File: src/shared/bsr_pkg.sv
/*
 Package for the boot select and reset control block: boot codes, states, counts.
 Assumes one 10 MHz system clock and a synchronous active-low power-up reset.
*/
package bsr_pkg;

  typedef enum logic [2:0] {
    BSR_BOOT_SPI_SLAVE,
    BSR_BOOT_SPI_MASTER,
    BSR_BOOT_PARALLEL,
    BSR_BOOT_ROM,
    BSR_BOOT_RESERVED
  } bsr_boot_t;

  typedef enum logic [2:0] {
    BSR_ST_SAMPLE,
    BSR_ST_LOAD,
    BSR_ST_RUN,
    BSR_ST_RESET,
    BSR_ST_HALT
  } bsr_state_t;

  localparam logic [2:0] BSR_C3_SPI_SLAVE = 3'h0;
  localparam logic [2:0] BSR_C3_SPI_MASTER = 3'h1;
  localparam logic [2:0] BSR_C3_PARALLEL = 3'h2;
  localparam logic [2:0] BSR_C3_ROM = 3'h3;
  localparam logic [1:0] BSR_C2_SPI_SLAVE = 2'h0;
  localparam logic [1:0] BSR_C2_SPI_MASTER = 2'h1;
  localparam logic [1:0] BSR_C2_ROM = 2'h3;

  localparam int BSR_WD_W = 32;
  localparam int BSR_LOAD_W = 8;
  localparam logic [BSR_WD_W-1:0] BSR_WD_RESET = 32'hffffffff;

  // Reset pulse length for core and peripherals
  localparam int BSR_RST_PULSE_NS = 1000;
  localparam int BSR_CLK_NS = 100;
  localparam int BSR_RST_CYC = (BSR_RST_PULSE_NS + BSR_CLK_NS - 1) / BSR_CLK_NS;
  localparam logic [3:0] BSR_RST_CYC_W = 4'(BSR_RST_CYC);

endpackage

File: src/hw/bsr_boot_decode.sv
/*
 Decodes the boot select pins into a boot source.
 Assumes pins are stable while sampled; pure combinational.
*/
`timescale 1ns/100ps
module bsr_boot_decode (
  input wire logic small_pkg_i,
  input wire logic [2:0] sel3_i,
  input wire logic [1:0] sel2_i,
  output bsr_pkg::bsr_boot_t boot_o
);
  always_comb begin
    boot_o = bsr_pkg::BSR_BOOT_RESERVED;
    if (small_pkg_i) begin
      if (sel2_i == bsr_pkg::BSR_C2_SPI_SLAVE) begin
        boot_o = bsr_pkg::BSR_BOOT_SPI_SLAVE;
      end else if (sel2_i == bsr_pkg::BSR_C2_SPI_MASTER) begin
        boot_o = bsr_pkg::BSR_BOOT_SPI_MASTER;
      end else if (sel2_i == bsr_pkg::BSR_C2_ROM) begin
        boot_o = bsr_pkg::BSR_BOOT_ROM;
      end
    end else begin
      if (sel3_i == bsr_pkg::BSR_C3_SPI_SLAVE) begin
        boot_o = bsr_pkg::BSR_BOOT_SPI_SLAVE;
      end else if (sel3_i == bsr_pkg::BSR_C3_SPI_MASTER) begin
        boot_o = bsr_pkg::BSR_BOOT_SPI_MASTER;
      end else if (sel3_i == bsr_pkg::BSR_C3_PARALLEL) begin
        boot_o = bsr_pkg::BSR_BOOT_PARALLEL;
      end else if (sel3_i == bsr_pkg::BSR_C3_ROM) begin
        boot_o = bsr_pkg::BSR_BOOT_ROM;
      end
    end
  end
endmodule

File: src/hw/bsr_watchdog.sv
/*
 32-bit down-counting watchdog with load and enable; holds at zero on expiry.
 Assumes synchronous active-low reset on the system clock.
*/
`timescale 1ns/100ps
module bsr_watchdog (
  input wire logic clk_sys_i,
  input wire logic nrst_i,
  input wire logic load_i,
  input wire logic [bsr_pkg::BSR_WD_W-1:0] load_val_i,
  input wire logic enable_i,
  output logic [bsr_pkg::BSR_WD_W-1:0] count_o,
  output logic expire_o
);
  logic [bsr_pkg::BSR_WD_W-1:0] cnt_q, cnt_d;
  logic en_q, en_d;
  logic exp_q, exp_d;

  always_comb begin
    cnt_d = cnt_q;
    en_d = enable_i;
    exp_d = 1'b0;
    if (load_i) begin
      cnt_d = load_val_i;
    end else if (en_q) begin
      if (cnt_q == '0) begin
        exp_d = 1'b1;
        en_d = 1'b0;
      end else begin
        cnt_d = cnt_q - 1'b1;
      end
    end
  end

  always_ff @(posedge clk_sys_i) begin
    if (!nrst_i) begin
      cnt_q <= bsr_pkg::BSR_WD_RESET;
      en_q <= 1'b0;
      exp_q <= 1'b0;
    end else begin
      cnt_q <= cnt_d;
      en_q <= en_d;
      exp_q <= exp_d;
    end
  end

  assign count_o = cnt_q;
  assign expire_o = exp_q;
endmodule

File: src/hw/bsr_top.sv
/*
 Boot source selection, boot load sequencing and reset control.
 Assumes pins synchronous to the 10 MHz clock; loader engines sit outside.
*/
`timescale 1ns/100ps
module bsr_top (
  input wire logic clk_sys_i,
  input wire logic nrst_i,
  input wire logic small_pkg_i,
  input wire logic [2:0] boot_source_select_3pin_i,
  input wire logic [1:0] boot_source_select_2pin_i,
  input wire logic load_done_i,
  input wire logic load_byte_valid_i,
  input wire logic [bsr_pkg::BSR_LOAD_W-1:0] load_byte_i,
  input wire logic reset_out_running_reset_in_i,
  output logic reset_out_running_reset_in_o,
  output logic reset_out_running_reset_in_oe_o,
  input wire logic wd_load_i,
  input wire logic [bsr_pkg::BSR_WD_W-1:0] wd_load_val_i,
  input wire logic wd_enable_i,
  output logic [bsr_pkg::BSR_WD_W-1:0] wd_count_o,
  output bsr_pkg::bsr_boot_t boot_source_o,
  output logic load_spi_slave_o,
  output logic load_spi_master_o,
  output logic load_parallel_o,
  output logic boot_error_o,
  output logic mem_we_o,
  output logic [bsr_pkg::BSR_LOAD_W-1:0] mem_wdata_o,
  output logic core_nrst_o,
  output logic periph_nrst_o,
  output logic pll_sdram_nrst_o,
  output logic run_from_rom_o
);
  bsr_pkg::bsr_state_t st_q, st_d;
  bsr_pkg::bsr_boot_t boot_q, boot_d, boot_dec;
  logic [3:0] rcnt_q, rcnt_d;
  logic we_q, we_d;
  logic [bsr_pkg::BSR_LOAD_W-1:0] wdata_q, wdata_d;
  logic pin_q, pin_d;
  logic wd_expire;
  logic ext_req;

  bsr_boot_decode u_dec (
    .small_pkg_i(small_pkg_i),
    .sel3_i(boot_source_select_3pin_i),
    .sel2_i(boot_source_select_2pin_i),
    .boot_o(boot_dec)
  );

  bsr_watchdog u_wd (
    .clk_sys_i(clk_sys_i),
    .nrst_i(nrst_i),
    .load_i(wd_load_i),
    .load_val_i(wd_load_val_i),
    .enable_i(wd_enable_i),
    .count_o(wd_count_o),
    .expire_o(wd_expire)
  );

  // External request only while we are not driving the pin
  assign ext_req = !pin_q && reset_out_running_reset_in_i;

  always_comb begin
    st_d = st_q;
    boot_d = boot_q;
    rcnt_d = rcnt_q;
    we_d = 1'b0;
    wdata_d = wdata_q;
    pin_d = 1'b0;
    case (st_q)
      bsr_pkg::BSR_ST_SAMPLE: begin
        boot_d = boot_dec;
        if (boot_dec == bsr_pkg::BSR_BOOT_RESERVED) begin
          st_d = bsr_pkg::BSR_ST_HALT;
        end else if (boot_dec == bsr_pkg::BSR_BOOT_ROM) begin
          st_d = bsr_pkg::BSR_ST_RUN;
        end else begin
          st_d = bsr_pkg::BSR_ST_LOAD;
        end
      end
      bsr_pkg::BSR_ST_LOAD: begin
        if (load_byte_valid_i) begin
          we_d = 1'b1;
          wdata_d = load_byte_i;
        end
        if (load_done_i) begin
          st_d = bsr_pkg::BSR_ST_RUN;
        end
      end
      bsr_pkg::BSR_ST_RUN: begin
        if (wd_expire || ext_req) begin
          st_d = bsr_pkg::BSR_ST_RESET;
          rcnt_d = bsr_pkg::BSR_RST_CYC_W;
          pin_d = 1'b1;
        end
      end
      bsr_pkg::BSR_ST_RESET: begin
        pin_d = 1'b1;
        if (rcnt_q == 4'h1) begin
          st_d = bsr_pkg::BSR_ST_RUN;
          pin_d = 1'b0;
        end else begin
          rcnt_d = rcnt_q - 4'h1;
        end
      end
      bsr_pkg::BSR_ST_HALT: begin
        st_d = bsr_pkg::BSR_ST_HALT;
      end
      default: begin
        st_d = bsr_pkg::BSR_ST_HALT;
      end
    endcase
  end

  always_ff @(posedge clk_sys_i) begin
    if (!nrst_i) begin
      st_q <= bsr_pkg::BSR_ST_SAMPLE;
      boot_q <= bsr_pkg::BSR_BOOT_RESERVED;
      rcnt_q <= 4'h0;
      we_q <= 1'b0;
      wdata_q <= 8'h00;
      pin_q <= 1'b0;
    end else begin
      st_q <= st_d;
      boot_q <= boot_d;
      rcnt_q <= rcnt_d;
      we_q <= we_d;
      wdata_q <= wdata_d;
      pin_q <= pin_d;
    end
  end

  assign boot_source_o = boot_q;
  assign load_spi_slave_o = (st_q == bsr_pkg::BSR_ST_LOAD) && (boot_q == bsr_pkg::BSR_BOOT_SPI_SLAVE);
  assign load_spi_master_o = (st_q == bsr_pkg::BSR_ST_LOAD) && (boot_q == bsr_pkg::BSR_BOOT_SPI_MASTER);
  assign load_parallel_o = (st_q == bsr_pkg::BSR_ST_LOAD) && (boot_q == bsr_pkg::BSR_BOOT_PARALLEL);
  assign boot_error_o = (st_q == bsr_pkg::BSR_ST_HALT);
  assign run_from_rom_o = (boot_q == bsr_pkg::BSR_BOOT_ROM) && (st_q == bsr_pkg::BSR_ST_RUN);
  assign mem_we_o = we_q;
  assign mem_wdata_o = wdata_q;
  // Core and peripherals held in reset until loaded and during resets
  assign core_nrst_o = (st_q == bsr_pkg::BSR_ST_RUN);
  assign periph_nrst_o = (st_q == bsr_pkg::BSR_ST_RUN);
  assign pll_sdram_nrst_o = nrst_i;
  assign reset_out_running_reset_in_o = 1'b1;
  assign reset_out_running_reset_in_oe_o = pin_q;
endmodule

File: config.mk
export PLATFORM = sky130hd
export DESIGN_NAME = bsr_top
export DESIGN_NICKNAME = d
export VERILOG_FILES = /design/src/shared/bsr_pkg.sv /design/src/hw/bsr_boot_decode.sv /design/src/hw/bsr_watchdog.sv /design/src/hw/bsr_top.sv
export SDC_FILE = /design/constraint.sdc
export NUM_CORES = 1
export LEC_CHECK = 0
export ABC_AREA = 0
export BUFFER_PORTS_ARGS = -buffer_cell sky130_fd_sc_hd__buf_2
export CAP_MARGIN = 20
export CELL_PAD_IN_SITES_DETAIL_PLACEMENT = 1
export CELL_PAD_IN_SITES_GLOBAL_PLACEMENT = 1
export CORE_ASPECT_RATIO = 1.75
export CORE_MARGIN = 5
export CORE_UTILIZATION = 33
export DETAILED_ROUTE_END_ITERATION = 10
export PLACE_DENSITY_LB_ADDON = 0.1
export SLEW_MARGIN = 20
export SYNTH_ARGS = -nofsm -noshare
export SYNTH_HDL_FRONTEND = slang
export SYNTH_SLANG_ARGS = --single-unit
File: constraint.sdc
create_clock -name clk_sys_i -period 2.4 [get_ports clk_sys_i]
set_input_delay 0.36 -clock clk_sys_i [delete_from_list [all_inputs] [get_ports clk_sys_i]]
set_output_delay 0.36 -clock clk_sys_i [all_outputs]
set_load 0.005 [all_outputs]
==> out/results.ini <==
[run_status]
status=finished, final reports clean

[global_route]
first_global_vias=3643
grt_start_max_net_pins=48
grt_pass1_wl_um=17800
track_usage_pct=18.3
overflow=0
antenna_found_initial=0

[clocking]
cts_made_buffers=5
cts.sinks=54
clk_pin_slew_ns=0.07
cts_tree=built
cts_max_path_buffers=2
cts_hold_buffers=0
htreeDepth=2
clk_root_buffer_cell=clkbuf_16
clock_latency_ns=0.30

[power_and_ir_drop]
clockPowerShare_pct=36.7
vdd_drop_max_mv=0.269
internal_power_w=0.00165
fin_total_pwr_w=0.00228
swShare_pct=27.5
powerDensity_mw_per_mm2=546
seqPwrFrac_pct=45.6
power_frac_comb_pct=17.7
p_leak_nw=1.65
p_sw_w=0.000627

[die]
core.rowCount=47
fp.coreArea_mm2=0.00953
ios=107
initial_utilization_pct=33.8
die-area_mm2=0.0119
chipWidth_um=84.6
die_h_um=141

[worst_setup_path]
required_ns=2.61
cp_max_fo=5
end_kind=register
start_kind=register
critPathBufInv=0
crit_chain=or4_4 -> or4_4 -> or3_4 -> or3_1 -> a311oi_1
slowest_delay_ns=0.55
crit_family=simple AND/OR/NAND/NOR gates
worst_path_max_delay_cell=or4_4
worst-endpoint-arrival_ns=2.55
crit_type=reg2reg
critPathMostFrequentCell=or4_4

[finish]
multi_input_area_mm2=0.00195
final_common_cell=buf_2
final_cell_mix=buf_2 (105), dfxtp_1 (52), nor2_1 (32), buf_4 (27), nand3_1 (22)
register_area_mm2=0.00108
diodes=0
fill_cells=1212
fin_nets=558
drive_gt1_share_pct=32.9
area_growth_pct=29.8

[sta]
rsz0062_at_grt=no
fin_skew_ns=0.00321
slew_violations=0
finalCriticalPeriod_ns=2.34
relSlewSlack_pct=64.0
worst_pin_slew_ns=0.538
setup_viol=0
tns_ns=0
timing_hold_violations_final=0
fmax_ghz=0.428
min_period_over_period_pct=97.3

[placement]
numPortBuffers=105
gp_congestion=0.891
dp_hpwl_um=8320

[synthesis]
synth_edf_count=0
ys_warn_count=0
synth_cells=392
synth.distinct_cells=59
synth_fp_nets=449
synth_ff_type=dfxtp_1
syn_area_per_cell_um2=8.20
synthArstFlopShare_pct=0
ys_seq_elements=54
yosysSeqAreaShare_pct=33.6
netlist_area_mm2=0.00322

[route]
via_per_inst=5.55
drtIter0Drc=95
route.detailed.drc=0
drtPass1Iterations=4
num_vias=3463
drt-total-wl_um=10800
drtAntennaViolNets=0
routedWlPerCell_um=17.3

[flow_run]
drv_cap=0

[worst_hold_path]
worstHoldPathType=in2reg

## metal layers
layer  track usage, %  vias to the layer above  part of all wire, %
met4             8.34                        0                  3.7
met2             34.4                       88                   54
met1             19.5                     1660                   38
met3             2.92                       24                  4.1
met5                0                        -                    0
li1                 -                     1691                    -
## cells in the mapped netlist, types with 3 or more instances
| cell | instances | area, um2 |
|---|---|---|
| a21oi_1 | 11 | 55.1 |
| a311oi_1 | 18 | 158 |
| a31oi_1 | 9 | 56.3 |
| and2_1 | 3 | 18.8 |
| and3_1 | 8 | 50.1 |
| and4_1 | 3 | 26.3 |
| buf_4 | 3 | 22.5 |
| clkbuf_1 | 25 | 93.8 |
| dfxtp_1 | 54 | 1080 |
| ha_1 | 4 | 50.1 |
| inv_1 | 19 | 71.3 |
| mux2i_1 | 10 | 100 |
| nand2_1 | 21 | 78.8 |
| nand3_1 | 22 | 110 |
| nand3b_1 | 5 | 37.5 |
| nand4_1 | 3 | 18.8 |
| nand4b_1 | 3 | 26.3 |
| nor2_1 | 33 | 124 |
| nor2b_1 | 12 | 75.1 |
| nor3_1 | 9 | 45.0 |
| nor3b_1 | 15 | 113 |
| nor4_1 | 13 | 81.3 |
| o211ai_1 | 9 | 67.6 |
| o21ai_0 | 6 | 30.0 |
| o311a_1 | 9 | 90.1 |
| or3_1 | 8 | 50.1 |
| or4_1 | 7 | 52.6 |
| or4_4 | 3 | 33.8 |
| xnor2_1 | 7 | 61.3 |
## path summary, 6_finish.rpt
kind	startpoint	endpoint	slack, ns	depth (start not counted)
setup reg to reg	u_wd.count_o[17]$_SDFFE_PN1P_	u_wd.count_o[26]$_SDFFE_PN1P_	0.06	5
hold / removal	wd_load_val_i[8]	u_wd.count_o[8]$_SDFFE_PN1P_	0.29	3
setup / recovery	u_wd.count_o[17]$_SDFFE_PN1P_	u_wd.count_o[26]$_SDFFE_PN1P_	0.06	5
hold reg to reg	u_wd.count_o[27]$_SDFFE_PN1P_	u_wd.count_o[27]$_SDFFE_PN1P_	0.49	2
## power groups by stage
stage | clock network [W] | logic (W) | registers [W]
final | 0.000837 | 0.000403 | 0.00104
after global routing | 0.000901 | 0.000454 | 0.00105
after CTS | 0.000870 | 0.000413 | 0.00104
after detailed placement | 0 | 0.000411 | 0.00106
after global placement | 0 | 0.000402 | 0.00106
after floorplan | 0 | 0.000226 | 0.00105
## state kept, by name (all words and copies together) (netlist names)
| register | flops |
|---|---|
| u_wd.count_o | 32 |
| mem_wdata_o | 8 |
| rcnt_q | 4 |
| boot_source_o | 3 |
| st_q | 3 |
| mem_we_o | 1 |
| reset_out_running_reset_in_oe_o | 1 |
| u_wd.en_q | 1 |
| u_wd.expire_o | 1 |
## per-stage QoR
stage / cells / hold WS, ns / instance area [um2] / util (%) / setup WS, ns
4_1_cts: 624 / 0.287 / 4160 / 43.7 / 0.0376
3_5_place_dp: 616 / 0.480 / 3990 / 41.9 / 0.0620
5_1_grt: 624 / 0.300 / 4180 / 43.8 / 0.00210
6_report: 624 / 0.288 / 4180 / 43.8 / 0.0640
3_3_place_gp: 616 / 0.477 / 3990 / 41.9 / 0.106
2_1_floorplan: 392 / 0.455 / 3220 / - / 0.126
## kinds of logic (layout without fill, tap and decap cells)
group / after synthesis / count (layout) / share of synthesized area [%]
compound gates: 82 / 82 / 19.8
simple gates: 184 / 184 / 33.7
mux: 10 / 10 / 3.11
flops: 54 / 54 / 33.6
fa+ha+maj: 4 / 4 / 1.56
buf+inv: 50 / 160 / 6.26
xor+xnor: 7 / 7 / 1.91
other cells: 1 / 1 / 0.117
## worst reg2reg max path, cell delays in order, from the launching register on
cell      delay [ns]
dfxtp_1         0.35
or4_4           0.55
or4_4           0.45
or3_4           0.35
or3_1           0.31
a311oi_1        0.24
## timing repair
action | in CTS | in global routing
setup buffers | 0 | 0
endpoints found under the hold margin | 0 | 0
endpoints found under the setup margin | 0 | 19
gates resized for setup | 0 | 6
## final cells by class
type / instances / share of cell area (%)
clock inverters: 2 / 0.899
flip-flops and latches: 54 / 26.0
well taps: 122 / 3.66
repair buffers: 133 / 17.9
multi-input cells: 288 / 46.8
clock buffers: 6 / 3.09
inverters: 19 / 1.71
(Power assumes the default switching activity.)
